$ cat src/gxp_pkg.sv
// Purpose: Shared constants and types for the 16-bit serial-bus port expander
// Assumes: Eight byte registers at command codes 0 to 7
// Notes: Pin groups travel as packed structs
package gxp_pkg;
	// ----------------------------------------
	// Register indices
	// ----------------------------------------
	localparam logic [2:0] REG_PIN_LEVEL_PORT0 = 3'h0;
	localparam logic [2:0] REG_PIN_LEVEL_PORT1 = 3'h1;
	localparam logic [2:0] REG_DRIVE_LEVEL_PORT0 = 3'h2;
	localparam logic [2:0] REG_DRIVE_LEVEL_PORT1 = 3'h3;
	localparam logic [2:0] REG_INVERT_PORT0 = 3'h4;
	localparam logic [2:0] REG_INVERT_PORT1 = 3'h5;
	localparam logic [2:0] REG_DIRECTION_PORT0 = 3'h6;
	localparam logic [2:0] REG_DIRECTION_PORT1 = 3'h7;
	// ----------------------------------------
	// Reset values and address
	// ----------------------------------------
	localparam logic [7:0] RST_DRIVE = 8'hFF;
	localparam logic [7:0] RST_INVERT = 8'h00;
	localparam logic [7:0] RST_DIRECTION = 8'hFF;
	localparam logic [5:0] ADDR_FIXED_BITS = 6'h10;
	localparam int SYNC_STAGES = 3;

	typedef struct packed {
		logic [7:0] highBank;
		logic [7:0] lowBank;
	} gxp_port_t;

	typedef struct packed {
		logic sclIn;
		logic sdaIn;
	} gxp_bus_in_t;
endpackage
$ cat src/gxp_expander.sv
// Purpose: Serial-bus slave with 16 general purpose pins in two banks
// Assumes: clk_sys much faster than the bus clock (at least 16x)
// Notes: All pins pass three flip-flops; a change counts when stages 2 and 3 agree
//
// Contract
// - Address 0100 00 plus strap bit
// - Address LSB: 1 read, 0 write
// - First write byte loads the pointer
// - Pointer bits 2:0 pick register
// - Pointer never returned on reads
// - Reads reuse last pointer until new command
// - Input registers show live pin levels
// - Writes to input registers ignored
// - Output bits drive outputs only; reset ones
// - Output register reads return written value
// - Invert bit flips sampled level; reset zero
// - Direction one is input; reset ones
// - Output pins driven, input pins floating
// - Reset loads defaults, bus machine idle
// - Multi-byte transfers alternate within pair
// - Input pin edge asserts interrupt low
// - Interrupt clears on revert or read ack
// - Reset pin low holds default state
`timescale 1ns/10ps
`default_nettype none
module gxp_expander
	import gxp_pkg::*;
(
	input wire logic clk_sys,
	input wire logic sys_rst,
	input wire logic resetPinN,
	input wire logic addrStrap,
	input wire gxp_pkg::gxp_bus_in_t busIn,
	output logic sdaOe,
	input wire gxp_pkg::gxp_port_t pinIn,
	output gxp_pkg::gxp_port_t pinOut,
	output gxp_pkg::gxp_port_t pinOe,
	output logic intOe
);
	import gxp_pkg::*;

	typedef enum logic [2:0] {ST_IDLE, ST_ADDR, ST_ADDR_ACK, ST_WR_BYTE, ST_WR_ACK,
		ST_RD_BYTE, ST_RD_ACK} gxp_state_t;

	// ----------------------------------------
	// Synchronisers
	// ----------------------------------------
	logic [SYNC_STAGES-1:0] sclSync_r, sdaSync_r, rstSync_r, strapSync_r;
	logic [15:0] pinS1_r, pinS2_r, pinS3_r;
	logic scl_r, sda_r, rstPinN_r, strap_r;
	logic [15:0] pinLevel_r;
	always_ff @(posedge clk_sys)
	begin
		sclSync_r <= {sclSync_r[1:0], busIn.sclIn};
		sdaSync_r <= {sdaSync_r[1:0], busIn.sdaIn};
		rstSync_r <= {rstSync_r[1:0], resetPinN};
		// Strap is a pin as well; same filter as the rest
		strapSync_r <= {strapSync_r[1:0], addrStrap};
		pinS1_r <= pinIn;
		pinS2_r <= pinS1_r;
		pinS3_r <= pinS2_r;
		if (sys_rst)
		begin
			scl_r <= 1'b1;
			sda_r <= 1'b1;
			rstPinN_r <= 1'b1;
			strap_r <= 1'b0;
			pinLevel_r <= 16'h0000;
		end
		else
		begin
			// Change counts only when last two stages agree
			if (sclSync_r[1] == sclSync_r[2])
				scl_r <= sclSync_r[2];
			if (sdaSync_r[1] == sdaSync_r[2])
				sda_r <= sdaSync_r[2];
			if (rstSync_r[1] == rstSync_r[2])
				rstPinN_r <= rstSync_r[2];
			if (strapSync_r[1] == strapSync_r[2])
				strap_r <= strapSync_r[2];
			for (int i = 0; i < 16; i++)
				if (pinS2_r[i] == pinS3_r[i])
					pinLevel_r[i] <= pinS3_r[i];
		end
	end

	logic rst;
	assign rst = sys_rst || !rstPinN_r;

	logic sclPrev_r, sdaPrev_r;
	always_ff @(posedge clk_sys)
	begin
		if (sys_rst)
		begin
			sclPrev_r <= 1'b1;
			sdaPrev_r <= 1'b1;
		end
		else
		begin
			sclPrev_r <= scl_r;
			sdaPrev_r <= sda_r;
		end
	end
	logic sclRise, sclFall, startCond, stopCond;
	assign sclRise = scl_r && !sclPrev_r;
	assign sclFall = !scl_r && sclPrev_r;
	assign startCond = scl_r && sclPrev_r && sdaPrev_r && !sda_r;
	assign stopCond = scl_r && sclPrev_r && !sdaPrev_r && sda_r;

	// ----------------------------------------
	// Registers
	// ----------------------------------------
	logic [7:0] drive0_r, drive1_r, invert0_r, invert1_r, dir0_r, dir1_r;
	logic [2:0] pointer_r;
	logic [15:0] sampled;
	// Inversion acts on the sampled value only
	assign sampled = pinLevel_r ^ {invert1_r, invert0_r};

	function automatic logic [7:0] readReg(input logic [2:0] idx, input logic [15:0] smp,
		input logic [47:0] rw);
		case (idx)
			REG_PIN_LEVEL_PORT0: readReg = smp[7:0];
			REG_PIN_LEVEL_PORT1: readReg = smp[15:8];
			REG_DRIVE_LEVEL_PORT0: readReg = rw[7:0];
			REG_DRIVE_LEVEL_PORT1: readReg = rw[15:8];
			REG_INVERT_PORT0: readReg = rw[23:16];
			REG_INVERT_PORT1: readReg = rw[31:24];
			REG_DIRECTION_PORT0: readReg = rw[39:32];
			default: readReg = rw[47:40];
		endcase
	endfunction

	logic [7:0] rdByte;
	assign rdByte = readReg(pointer_r, sampled,
		{dir1_r, dir0_r, invert1_r, invert0_r, drive1_r, drive0_r});

	// ----------------------------------------
	// Bus state machine
	// ----------------------------------------
	gxp_state_t state_r;
	logic [7:0] shift_r;
	logic [3:0] bitCnt_r;
	logic cmdPending_r, sdaLow_r, masterAck_r;
	logic wrStrobe, rdAckTaken;
	logic [7:0] rxByte;
	assign rxByte = shift_r;

	always_ff @(posedge clk_sys)
	begin
		if (rst)
		begin
			state_r <= ST_IDLE;
			shift_r <= 8'h00;
			bitCnt_r <= 4'h0;
			cmdPending_r <= 1'b0;
			sdaLow_r <= 1'b0;
			masterAck_r <= 1'b0;
			pointer_r <= REG_PIN_LEVEL_PORT0;
		end
		else if (startCond)
		begin
			state_r <= ST_ADDR;
			bitCnt_r <= 4'h0;
			sdaLow_r <= 1'b0;
		end
		else if (stopCond)
		begin
			state_r <= ST_IDLE;
			sdaLow_r <= 1'b0;
		end
		else
		begin
			case (state_r)
				ST_IDLE:
					sdaLow_r <= 1'b0;
				ST_ADDR:
				begin
					if (sclRise)
					begin
						shift_r <= {shift_r[6:0], sda_r};
						bitCnt_r <= bitCnt_r + 4'h1;
					end
					if (sclFall && bitCnt_r == 4'h8)
					begin
						if (shift_r[7:1] == {ADDR_FIXED_BITS, strap_r})
						begin
							sdaLow_r <= 1'b1;
							state_r <= ST_ADDR_ACK;
							cmdPending_r <= !shift_r[0];
						end
						else
							state_r <= ST_IDLE;
					end
				end
				ST_ADDR_ACK, ST_WR_ACK:
					if (sclFall)
					begin
						bitCnt_r <= 4'h0;
						if (shift_r[0] && state_r == ST_ADDR_ACK)
						begin
							state_r <= ST_RD_BYTE;
							shift_r <= rdByte;
							sdaLow_r <= !rdByte[7];
						end
						else
						begin
							state_r <= ST_WR_BYTE;
							sdaLow_r <= 1'b0;
						end
					end
				ST_WR_BYTE:
				begin
					if (sclRise)
					begin
						shift_r <= {shift_r[6:0], sda_r};
						bitCnt_r <= bitCnt_r + 4'h1;
					end
					if (sclFall && bitCnt_r == 4'h8)
					begin
						sdaLow_r <= 1'b1;
						state_r <= ST_WR_ACK;
						if (cmdPending_r)
						begin
							pointer_r <= rxByte[2:0];
							cmdPending_r <= 1'b0;
						end
						else
							pointer_r <= pointer_r ^ 3'h1;
						// Keep bit 0 low so the ack path returns to writing
						shift_r[0] <= 1'b0;
					end
				end
				ST_RD_BYTE:
					if (sclFall)
					begin
						if (bitCnt_r == 4'h7)
						begin
							sdaLow_r <= 1'b0;
							state_r <= ST_RD_ACK;
							pointer_r <= pointer_r ^ 3'h1;
						end
						else
						begin
							shift_r <= {shift_r[6:0], 1'b0};
							sdaLow_r <= !shift_r[6];
							bitCnt_r <= bitCnt_r + 4'h1;
						end
					end
				ST_RD_ACK:
				begin
					if (sclRise)
						masterAck_r <= !sda_r;
					if (sclFall)
					begin
						bitCnt_r <= 4'h0;
						if (masterAck_r)
						begin
							state_r <= ST_RD_BYTE;
							shift_r <= rdByte;
							sdaLow_r <= !rdByte[7];
						end
						else
							state_r <= ST_IDLE;
					end
				end
				default:
					state_r <= ST_IDLE;
			endcase
		end
	end

	// Pointer is only ever a selector; read data never includes it
	assign wrStrobe = (state_r == ST_WR_BYTE) && sclFall && bitCnt_r == 4'h8
		&& !cmdPending_r && !startCond && !stopCond;
	assign rdAckTaken = (state_r == ST_RD_ACK) && sclRise;
	assign sdaOe = sdaLow_r;

	// ----------------------------------------
	// Register writes
	// ----------------------------------------
	always_ff @(posedge clk_sys)
	begin
		if (rst)
		begin
			drive0_r <= RST_DRIVE;
			drive1_r <= RST_DRIVE;
			invert0_r <= RST_INVERT;
			invert1_r <= RST_INVERT;
			dir0_r <= RST_DIRECTION;
			dir1_r <= RST_DIRECTION;
		end
		else if (wrStrobe)
		begin
			case (pointer_r)
				REG_DRIVE_LEVEL_PORT0: drive0_r <= rxByte;
				REG_DRIVE_LEVEL_PORT1: drive1_r <= rxByte;
				REG_INVERT_PORT0: invert0_r <= rxByte;
				REG_INVERT_PORT1: invert1_r <= rxByte;
				REG_DIRECTION_PORT0: dir0_r <= rxByte;
				REG_DIRECTION_PORT1: dir1_r <= rxByte;
				default: ;
			endcase
		end
	end

	// ----------------------------------------
	// Pin drive
	// ----------------------------------------
	always_ff @(posedge clk_sys)
	begin
		if (rst)
		begin
			pinOut <= {RST_DRIVE, RST_DRIVE};
			pinOe <= 16'h0000;
		end
		else
		begin
			pinOut <= {drive1_r, drive0_r};
			pinOe <= ~{dir1_r, dir0_r};
		end
	end

	// ----------------------------------------
	// Change interrupt
	// ----------------------------------------
	// Reference levels: a pin back at its reference clears its own request
	logic [15:0] refLevel_r;
	logic [15:0] changed;
	assign changed = (pinLevel_r ^ refLevel_r) & {dir1_r, dir0_r};
	always_ff @(posedge clk_sys)
	begin
		if (rst)
			refLevel_r <= 16'h0000;
		else if (rdAckTaken && pointer_r[2:1] == 2'b00)
		begin
			// Pointer already toggled; the byte just sent is the other bank
			if (pointer_r[0])
				refLevel_r[7:0] <= pinLevel_r[7:0];
			else
				refLevel_r[15:8] <= pinLevel_r[15:8];
		end
	end
	always_ff @(posedge clk_sys)
	begin
		if (rst)
			intOe <= 1'b0;
		else
			intOe <= |changed;
	end
endmodule
`default_nettype wire

$ cat config.mk
export PLATFORM = sky130hd
export DESIGN_NAME = gxp_expander
export DESIGN_NICKNAME = d
export VERILOG_FILES = /design/src/gxp_pkg.sv /design/src/gxp_expander.sv
export SDC_FILE = /design/constraint.sdc
export NUM_CORES = 1
export LEC_CHECK = 0
export BUFFER_PORTS_ARGS = -buffer_cell sky130_fd_sc_hd__buf_2
export CAP_MARGIN = 20
export CORE_AREA = 2 2 126 128
export CTS_CLUSTER_SIZE = 24
export DETAILED_ROUTE_END_ITERATION = 6
export DIE_AREA = 0 0 128 130
export PLACE_DENSITY = 0.64
export RECOVER_POWER = 100
export SLEW_MARGIN = 25
export SYNTH_ARGS = -nofsm -noshare
export SYNTH_HDL_FRONTEND = slang
export SYNTH_SLANG_ARGS = --single-unit
$ cat constraint.sdc
create_clock -name clk_sys -period 2.1 [get_ports clk_sys]
set_input_delay 0.105 -clock clk_sys [delete_from_list [all_inputs] [get_ports clk_sys]]
set_output_delay 0.105 -clock clk_sys [all_outputs]
set_load 0.02 [all_outputs]
==> run metrics, run 1 <==
status=complete, no violations; most repeated cell in the gate-level netlist after synthesis=dfxtp_1; Cell Area, Placed=a little over 8000 um^2; Post-Route Setup TNS=0 ns; post-synthesis cell count=about 740; insertion delay to the later sink of the worst-skew pair=~0.43 ns; critical path start-end classification=reg -> reg; nets in the synthesized netlist=between 700 and 800; fraction of final layout cells with drive strength greater than 1=between 10 and 15%; number of global-route vias before repair=between 4,000 and 5,000; sequential-to-total area share from yosys stat=between 50% and 60%; first-pass GRT wire length=between 20 and 30 mm; maximum net fanout on the critical path=11; # DRC=0; storage element area=roughly 4000 um^2; beginning of the worst register-to-register path=state_r[1]; Crit path arrival time=2.32 ns; count of flip-flops with a built-in enable after synthesis=0; met2 layer usage reported by global route=~33%; Vias/cell=between 5 and 6; Starting Density=between 40% and 50%; share of the synthesized area in the top cell type=53.7%; Die H=130 um; worst setup skew after layout=0.0122 ns; Static Leak=~3.7 nW; hpwl dp=13.0 mm; count of final hold-check violations=0; total area of multi-input combinational cells=approximately 3200 um^2; CTS sink count=200; Final ANT Viol Nets=0; I/O pin count=between 50 and 60; worst slew pin tran=a little over 0.5 ns; busiest layer in global routing=met2; element type at the critical path end=flop; data required time of the critical path=about 2.5 ns; type of the most critical hold path=in -> reg; Worst Reg2Reg Path Length in Cells=6; iteration count of the initial detailed-routing pass=7; reg-to-reg setup timing slack=0.14 ns; Core Box Area=roughly 15,000 um^2; floorplan die area=16,600 um^2; setup repair after global routing missed its margin=false; Warnings, synthesis=0; maximum clock frequency=a little over 0.5 GHz; mean instance size in the synthesized netlist=between 10 and 15 um^2; drt total wl=between 15 and 20 mm; post-detailed-route wirelength per cell=17.3 um; power per cell area=848 nW/um^2; leading post-synthesis cells by cell area=dfxtp_1 54%, mux2i_1 8.6%, nor2_1 4.2%; Filler Cell Count=around 1,300; post-CTS clock slew at the launch and capture registers of the worst setup and hold paths=roughly 0.070 ns; Top FF cell, synth=dfxtp_1; clock tree from TritonCTS=yes; port bufs=55; growth of design area from synthesis to finish=18.8%; fraction of registers with async set/reset=0%; Worst Min Path Start=sys_rst; min cycle time layout=just under 2 ns; worst flop-to-flop path endpoint=state_r[0]; maximum number of pins on one net before global-route repair=62; global-route track usage on met1=a little under a third; synthesis-stage register bit count=200; worst hold endpoint=pinLevel_r[0]; worst relative slew slack=roughly two thirds; Worst VDD drop=around 0.7 mV; number of distinct library cells after synthesis=69; final slew viol count=0; clock root cell=clkbuf_16; number of max-cap violations=0; Antenna Cells=0; number of antenna violations at the first check in global routing=0; cell depth of the worst min-delay path=2; final layout net count=roughly 860; post-synthesis cell area=approximately 7400 um^2; global routing usage on met3=roughly 4.6%; chip width=around 130 um; Final GP Congestion=~0.95; final worst-path cycle share=93.3%; overall global routing resource usage=approximately 22%; number of buffers added by the clock tree synthesis step=17; setup violators final=0; ranking of synthesized cells by instance count=200 x dfxtp_1, 84 x nor2_1, 69 x nand2_1; total number of placement rows=46; Longest Clk Path Bufs=2; area of all placed cells without fillers=between 8000 and 9000 um^2; via total after detailed routing=~5,600; remaining global-route overflow=0; critical path startpoint category=flop; Synth area leader=dfxtp_1; DRT iter0 DRCs=393; number of levels in the clock H-tree=4
## registers in the layout, summed over array words and instances (netlist names), 16 cells and up
signal      count
refLevel_r     16
pinOut         16
pinS2_r        16
pinOe          16
pinS1_r        16
pinS3_r        16
pinLevel_r     16
## report_power, final
| group | internal (mW) | leakage, nW | switching, mW |
|---|---|---|---|
| Clock | 1.77 | 0.298 | 1.47 |
| Combinational | 0.140 | 1.72 | 0.173 |
| Sequential | 3.88 | 1.64 | 0.0645 |
## worst max-delay path: stages (launching register included)
cell      delay [ns]
dfxtp_2         0.45
clkbuf_2        0.23
or2_2           0.14
nand2_1         0.31
o31ai_1         0.43
o21ai_0         0.15
a21oi_1         0.17
## worst max path at each step
stage                           start  slack, ns         end  depth (start not counted)
final                      state_r[1]       0.14  state_r[0]                          6
after global routing      bitCnt_r[0]      0.008   rxByte[4]                          8
after CTS                  state_r[2]       0.06   rxByte[7]                          5
after detailed placement   state_r[2]       0.08   rxByte[7]                          5
after global placement     state_r[2]       0.08   rxByte[7]                          5
after floorplan           bitCnt_r[0]       0.25   rxByte[7]                          7
## per-layer routing
| layer | part of all wire (%) | vias to the layer above | wire length (um) |
|---|---|---|---|
| li1 | - | 2767 | - |
| met1 | 49 | 2650 | 8720 |
| met2 | 44 | 182 | 7820 |
| met3 | 6.2 | 22 | 1110 |
| met4 | 1.8 | 0 | 315 |
| met5 | 0 | - | 0 |
## final cells by class
cell class	count	share of cell area [%]
inverters	11	0.467
well taps	192	2.71
flip-flops and latches	200	45.3
clock buffers	20	5.27
clock inverters	12	1.53
multi-input cells	490	36.3
repair buffers	115	8.40
## placed cells by master (no fill, tap or decap), types with 4 or more instances in the layout
| master | count |
|---|---|
| dfxtp_1 | 197 |
| nor2_1 | 84 |
| nand2_1 | 69 |
| mux2i_1 | 64 |
| clkbuf_1 | 36 |
| buf_4 | 33 |
| o21ai_0 | 31 |
| a21oi_1 | 30 |
| nand2b_1 | 26 |
| buf_2 | 21 |
| xor2_1 | 20 |
| dlygate4sd3_1 | 20 |
| nor2b_1 | 18 |
| clkbuf_16 | 17 |
| xnor2_1 | 12 |
| o221ai_1 | 12 |
| a22oi_1 | 11 |
| inv_1 | 11 |
| o211ai_1 | 9 |
| o21bai_1 | 6 |
| o32ai_1 | 6 |
| nand3_1 | 5 |
| nor3_1 | 5 |
| a221oi_1 | 5 |
| or2_2 | 5 |
| mux2_2 | 5 |
| clkinv_4 | 5 |
| a22o_1 | 4 |
## repair_timing
action,4_1_cts,5_1_grt
setup buffers,0,1
endpoints found under the setup margin,0,16
endpoints found under the hold margin,20,0
gates resized for setup,0,9
hold buffers,20,0
## cell families after synthesis
kind of cell / share of synthesized area (%)
AND/OR/NAND/NOR: 16.3
flip-flops: 53.7
AO/OA/AOI/OAI: 13.4
multiplexers: 9.35
buffers and inverters: 3.11
XOR/XNOR: 3.76
adder cells (fa/ha/maj): 0.336
## metrics by stage
step,hold WS (ns),worst slack (ns),instances,power [mW],utilization (%)
2_1_floorplan,0.133,0.253,744,4.20,-
3_3_place_gp,0.207,0.0764,987,4.31,52.5
3_5_place_dp,0.209,0.0848,987,4.32,52.5
4_1_cts,0.122,0.0604,1039,7.57,57.7
5_1_grt,0.130,0.00790,1040,7.78,57.4
6_report,0.105,0.140,1040,7.51,57.4
Note: power is estimated with default switching activity, not from simulation.
==> inputs of run 2 (changes only) <==
- CORE_AREA: 2 2 126 128 -> 2 2 176 92
- DIE_AREA: 0 0 128 130 -> 0 0 178 94
==> run 2 against run 1 <==
Against the previous run: register-to-register slack got worse by 0.07 ns; largest power group unchanged; wire length increased by 10%; via count up 1.7%; global-route usage is 2.8 points higher; highest routed layer unchanged; final cell count increased by 1.9%; sequential power about the same.
==> run metrics, run 2 (synthesis gave the netlist of run 1 again) <==
# DRC=0 (unchanged); Final ANT Viol Nets=0 (unchanged); drt total wl=19.8 mm (was 18.0 mm); post-CTS setup buffer count=0 (unchanged); element type at the critical path end=flop (unchanged); I/O pin count=56 (unchanged); chip width=178 um (was 128 um); type of the most critical hold path=in -> reg (unchanged); critical path start-end classification=reg -> reg (unchanged); worst slew pin tran=0.986 ns (was 0.508 ns); number of levels in the clock H-tree=4 (unchanged); cell depth of the worst min-delay path=2 (unchanged); Layout Cells excl Fill=1,060 (was 1,040); count of final hold-check violations=0 (unchanged); Static Leak=3.69 nW (was 3.66 nW); top library cells by usage in the layout, fill and taps aside=198 x dfxtp_1, 84 x nor2_1, 68 x nand2_1 (was 197 x dfxtp_1, 84 x nor2_1, 69 x nand2_1); worst setup skew after layout=0.0148 ns (was 0.0122 ns); min cycle time layout=2.03 ns (was 1.96 ns); worst hold endpoint=pinLevel_r[15] (was pinLevel_r[0]); Antenna Cells=0 (unchanged); cell type of the slowest stage on the worst timing path=dfxtp_1 (was dfxtp_2); fraction of final layout cells with drive strength greater than 1=15.4% (was 14.3%); Worst Min Path Start=sys_rst (unchanged); critical path buffer and inverter count=1 (unchanged); maximum clock frequency=0.493 GHz (was 0.510 GHz); maximum net fanout on the critical path=12 (was 11); number of antenna violations at the first check in global routing=0 (unchanged); power per cell area=834 nW/um^2 (was 848 nW/um^2); floorplan die area=16,700 um^2 (was 16,600 um^2); via total after detailed routing=5,716 (was 5,621); Crit path arrival time=2.38 ns (was 2.32 ns); worst flop-to-flop path endpoint=rxByte[7] (was state_r[0]); clock root cell=clkbuf_16 (unchanged); number of global-route vias before repair=5,483 (was 4,999); final worst-path cycle share=96.6% (was 93.3%); hpwl dp=14.7 mm (was 13.0 mm); post-detailed-route wirelength per cell=18.7 um (was 17.3 um); setup violators final=0 (unchanged); highest cell delay on the worst timing path=0.56 ns (was 0.45 ns); logic depth of the worst path, buffers included=6 (unchanged); iteration count of the initial detailed-routing pass=5 (was 7); remaining global-route overflow=0 (unchanged); status=complete, no violations (unchanged); final layout net count=867 (was 859); cell count after placement=1,008 (was 987); data required time of the critical path=2.46 ns (about the same); Worst Reg2Reg Path Length in Cells=6 (unchanged); port bufs=55 (unchanged); Vias/cell=5.39 (was 5.40); beginning of the worst register-to-register path=state_r[1] (unchanged); Final GP Congestion=0.929 (was 0.946); DRT iter0 DRCs=474 (was 393); critical path startpoint category=flop (unchanged); post-CTS clock slew at the launch and capture registers of the worst setup and hold paths=0.08 ns (was 0.07 ns); Worst VDD drop=0.730 mV (was 0.706 mV); Overall Power=7.45 mW (was 7.51 mW); insertion delay to the later sink of the worst-skew pair=0.44 ns (was 0.43 ns); number of max-cap violations=0 (unchanged); maximum number of pins on one net before global-route repair=38 (was 62); worst relative slew slack=34.0% (was 66.1%); clock tree from TritonCTS=yes (unchanged); reg-to-reg setup timing slack=0.07 ns (was 0.14 ns); Core Box Area=15,100 um^2 (was 15,400 um^2); most common cell after layout, fill and taps aside=dfxtp_1 (unchanged); series of cell instances along the critical path=buf_4 > nor3_1 > nor2_1 > nand3_2 > or2_1 > o41ai_2 (was clkbuf_2 > or2_2 > nand2_1 > o31ai_1 > o21ai_0 > a21oi_1); total number of placement rows=32 (was 46); overall global routing resource usage=24.9% (was 22.1%); final slew viol count=0 (unchanged); Longest Clk Path Bufs=2 (unchanged); CTS sink count=200 (unchanged); growth of design area from synthesis to finish=19.9% (was 18.8%); source of the critical timing path=state_r[1] (unchanged); Die H=94 um (was 130 um); first-pass GRT wire length=30.5 mm (was 27.9 mm); number of buffers added by the clock tree synthesis step=17 (unchanged); CP top delay family=simple AND/OR/NAND/NOR gates (was compound AO/OA/AOI/OAI gates); Starting Density=49.4% (was 48.3%)
run 2: through the flow:
step	hold WS [ns]	setup TNS, ns	setup slack (ns)	utilization [%]	cell area, um^2
after floorplan	0.133	0	0.253	-	7450
after global placement	0.207	0	0.0857	54.2	8190
after detailed placement	0.209	0	0.0746	54.2	8190
after CTS	0.120	0	0.0634	59.4	8970
after global routing	0.137	-0.00437	-0.00378	59.2	8930
final	0.127	0	0.0706	59.2	8930
run 2: worst reg2reg max path, delay by kind of cell (launching register included):
family | cells | cell delay (ns)
simple gates | 4 | 0.85
buf+inv | 1 | 0.21
flops | 1 | 0.56
compound gates | 1 | 0.32
run 2: timing repair:
action                                  CTS  global route
endpoints found under the setup margin    0            14
resized for setup                         0            10
hold buffers                             20             0
endpoints found under the hold margin    20             0
run 2: worst max path at each step:
stage / endpoint / slack [ns]
after floorplan: rxByte[7] / 0.25
after global placement: sdaOe / 0.09
after detailed placement: rxByte[7] / 0.07
after CTS: rxByte[7] / 0.06
after global routing: rxByte[5] / -0.004
final: rxByte[7] / 0.07
run 2: cell type report:
cell class | instances | area [um^2]
Fill cell | 1293 | 6160
Multi-Input combinational cell | 490 | 3250
Clock inverter | 13 | 131
Tap cell | 204 | 255
Inverter | 11 | 41.3
Timing Repair Buffer | 123 | 798
Sequential cell | 200 | 4010
Clock buffer | 19 | 453
run 2: where the power goes:
part	internal, mW	switching [mW]	total, mW
clock network	1.64	1.54	3.18
registers	3.88	0.0712	3.95
logic	0.140	0.181	0.321
run 2: routing by layer:
layer	global-route usage, %	routed length, um
met1	36.6	10100
met5	0	0
met3	8.37	1930
met2	33.3	7410
met4	8.74	344
==> inputs of run 3 (changes only) <==
- CORE_AREA: 2 2 176 92 -> 10 10 184 100
- DIE_AREA: 0 0 178 94 -> 0 0 194 110
==> run 3 against run 2 <==
Against the previous run: first-iteration DRC count fell by 19%; via count fell by 1.5%; final area fell by 0.34%; sequential share of layout area rose by 0.15 points; die area rose by 28%; clock power fell by 4%; global-route usage fell by 6.2 points; worst setup slack improved by 0.013 ns; critical endpoint is now bitCnt_r[1]; highest routed layer unchanged.
==> run metrics, run 3 (synthesis gave the netlist of run 1 again) <==
critical path startpoint category=flop (unchanged); Cell Area, Placed=8240 um^2 (was 8190 um^2); Final GP Congestion=0.917 (was 0.929); first-pass GRT wire length=30.9 mm (was 30.5 mm); Antenna Cells=0 (unchanged); overall global routing resource usage=18.7% (was 24.9%); setup violators final=0 (unchanged); number of antenna violations at the first check in global routing=0 (unchanged); Worst VDD drop=0.604 mV (was 0.730 mV); most common cell after layout, fill and taps aside=dfxtp_1 (unchanged); Crit path arrival time=2.39 ns (was 2.38 ns); drt total wl=19.9 mm (was 19.8 mm); min cycle time layout=2.02 ns (was 2.03 ns); proportion of power drawn by flip-flops and latches=53.9% (was 53.0%); Hold Slack=0.126 ns (was 0.127 ns); cell count after placement=1,007 (was 1,008); Core Box Area=15,100 um^2 (about the same); highest cell delay on the worst timing path=0.42 ns (was 0.56 ns); critical path start-end classification=reg -> reg (unchanged); cell depth of the worst min-delay path=2 (unchanged); fraction of power spent switching nets=23.5% (was 24.0%); Post-Route Setup TNS=0 ns (unchanged); CTS sink count=200 (unchanged); chip width=194 um (was 178 um); worst setup margin=0.0838 ns (was 0.0706 ns); setup slack at placement=-0.0340 ns (was 0.0746 ns); clock tree from TritonCTS=yes (unchanged); worst relative slew slack=20.8% (was 34.0%); final worst-path cycle share=96.0% (was 96.6%); power per cell area=822 nW/um^2 (was 834 nW/um^2); post-CTS clock slew at the launch and capture registers of the worst setup and hold paths=0.07 ns (was 0.08 ns); element type at the critical path end=flop (unchanged); final slew viol count=0 (unchanged); type of the most critical hold path=in -> reg (unchanged); Static Leak=3.66 nW (was 3.69 nW); post-detailed-route wirelength per cell=18.8 um (was 18.7 um); iteration count of the initial detailed-routing pass=5 (unchanged); I/O pin count=56 (unchanged); insertion delay to the later sink of the worst-skew pair=0.44 ns (about the same); Overall Power=7.32 mW (was 7.45 mW); Worst Reg2Reg Path Length in Cells=6 (unchanged); beginning of the worst register-to-register path=bitCnt_r[0] (was state_r[1]); clock root cell=clkbuf_16 (unchanged); worst hold endpoint=pinLevel_r[15] (unchanged); number of global-route vias before repair=5,324 (was 5,483); total area of multi-input combinational cells=3230 um^2 (was 3250 um^2); cell type of the slowest stage on the worst timing path=o2111a_1 (was dfxtp_1); Longest Clk Path Bufs=2 (unchanged); maximum net fanout on the critical path=5 (was 12); Worst Min Path Start=sys_rst (unchanged); combinational share of power=4.3% (about the same); # DRC=0 (unchanged); reg-to-reg setup timing slack=0.08 ns (was 0.07 ns); series of cell instances along the critical path=ha_2 > and3b_1 > o211ai_1 > o2111a_1 > mux2_2 > nor2_1 (was buf_4 > nor3_1 > nor2_1 > nand3_2 > or2_1 > o41ai_2); worst flop-to-flop path endpoint=bitCnt_r[1] (was rxByte[7]); Final ANT Viol Nets=0 (unchanged); floorplan die area=21,300 um^2 (was 16,700 um^2); number of levels in the clock H-tree=4 (unchanged); critical path buffer and inverter count=0 (was 1); top library cells by usage in the layout, fill and taps aside=198 x dfxtp_1, 84 x nor2_1, 69 x nand2_1 (was 198 x dfxtp_1, 84 x nor2_1, 68 x nand2_1); CP top delay family=compound AO/OA/AOI/OAI gates (was simple AND/OR/NAND/NOR gates); net switching power figure=1.72 mW (was 1.79 mW); growth of design area from synthesis to finish=19.5% (was 19.9%); Starting Density=49.2% (was 49.4%); Filler Cell Count=1,363 (was 1,293); cell-internal power=5.60 mW (was 5.66 mW); via total after detailed routing=5,632 (was 5,716); worst setup skew after layout=0.00974 ns (was 0.0148 ns); count of final hold-check violations=0 (unchanged); final core utilization=58.8% (was 59.2%); storage element area=4010 um^2 (unchanged); final layout net count=866 (was 867); remaining global-route overflow=0 (unchanged); maximum number of pins on one net before global-route repair=62 (was 38); number of max-cap violations=0 (unchanged); Clk pwr share=41.8% (was 42.7%); status=complete, no violations (unchanged); maximum clock frequency=0.496 GHz (was 0.493 GHz); number of buffers added by the clock tree synthesis step=17 (unchanged); port bufs=55 (unchanged); area of all placed cells without fillers=8900 um^2 (was 8930 um^2); worst slew pin tran=1.19 ns (was 0.986 ns); total number of placement rows=32 (unchanged); hpwl dp=14.6 mm (was 14.7 mm); fraction of final layout cells with drive strength greater than 1=14.6% (was 15.4%); Die H=110 um (was 94 um); Layout Cells excl Fill=1,059 (was 1,060); DRT iter0 DRCs=383 (was 474); post-CTS setup buffer count=0 (unchanged); data required time of the critical path=2.47 ns (was 2.46 ns); Vias/cell=5.32 (was 5.39)
run 3: layout make-up:
type                       count  share of cell area (%)
timing repair buffer         122                    9.09
clock buffer                  20                    5.02
inverter                      11                   0.464
clock inverter                12                    1.28
sequential                   200                    45.0
tap                          204                    2.87
multi-input combinational    490                    36.3
run 3: repair_timing:
action                     in CTS  in global routing
pin swaps                       0                  2
hold endpoints to repair       20                  0
cloned                          0                  0
gates resized for setup         2                  9
hold buffers                   20                  0
setup endpoints to repair       5                 21
run 3: worst reg2reg max path, delay by kind of cell, from the launching register on:
family | cells | cell delay [ns]
simple gates | 2 | 0.31
fa+ha+maj | 1 | 0.21
mux | 1 | 0.38
compound gates | 2 | 0.70
flops | 1 | 0.35
run 3: layer usage:
metal,wire length (um),part of all wire (%),track usage (%)
met4,124,0.62,5.08
met2,7400,37,24.1
met5,0,0,0
met3,1790,9.0,7.20
met1,10600,53,27.8
run 3: how the worst max path moves through the flow:
| stage | start | end | slack [ns] | cells after the start |
|---|---|---|---|---|
| after global placement | bitCnt_r[0] | rxByte[3] | -0.03 | 6 |
| final | bitCnt_r[0] | bitCnt_r[1] | 0.08 | 6 |
| after floorplan | bitCnt_r[0] | rxByte[7] | 0.25 | 7 |
| after global routing | bitCnt_r[0] | bitCnt_r[1] | -0.007 | 6 |
| after CTS | bitCnt_r[0] | rxByte[7] | 0.04 | 6 |
| after detailed placement | bitCnt_r[0] | rxByte[7] | -0.03 | 6 |
run 3: power groups by stage:
stage / logic (mW) / clock network, mW / registers, mW
2_1_floorplan: 0.190 / 0 / 4.01
3_3_place_gp: 0.287 / 0 / 4.03
3_5_place_dp: 0.289 / 0 / 4.04
4_1_cts: 0.320 / 3.14 / 3.95
5_1_grt: 0.344 / 3.27 / 3.96
6_report: 0.314 / 3.06 / 3.95
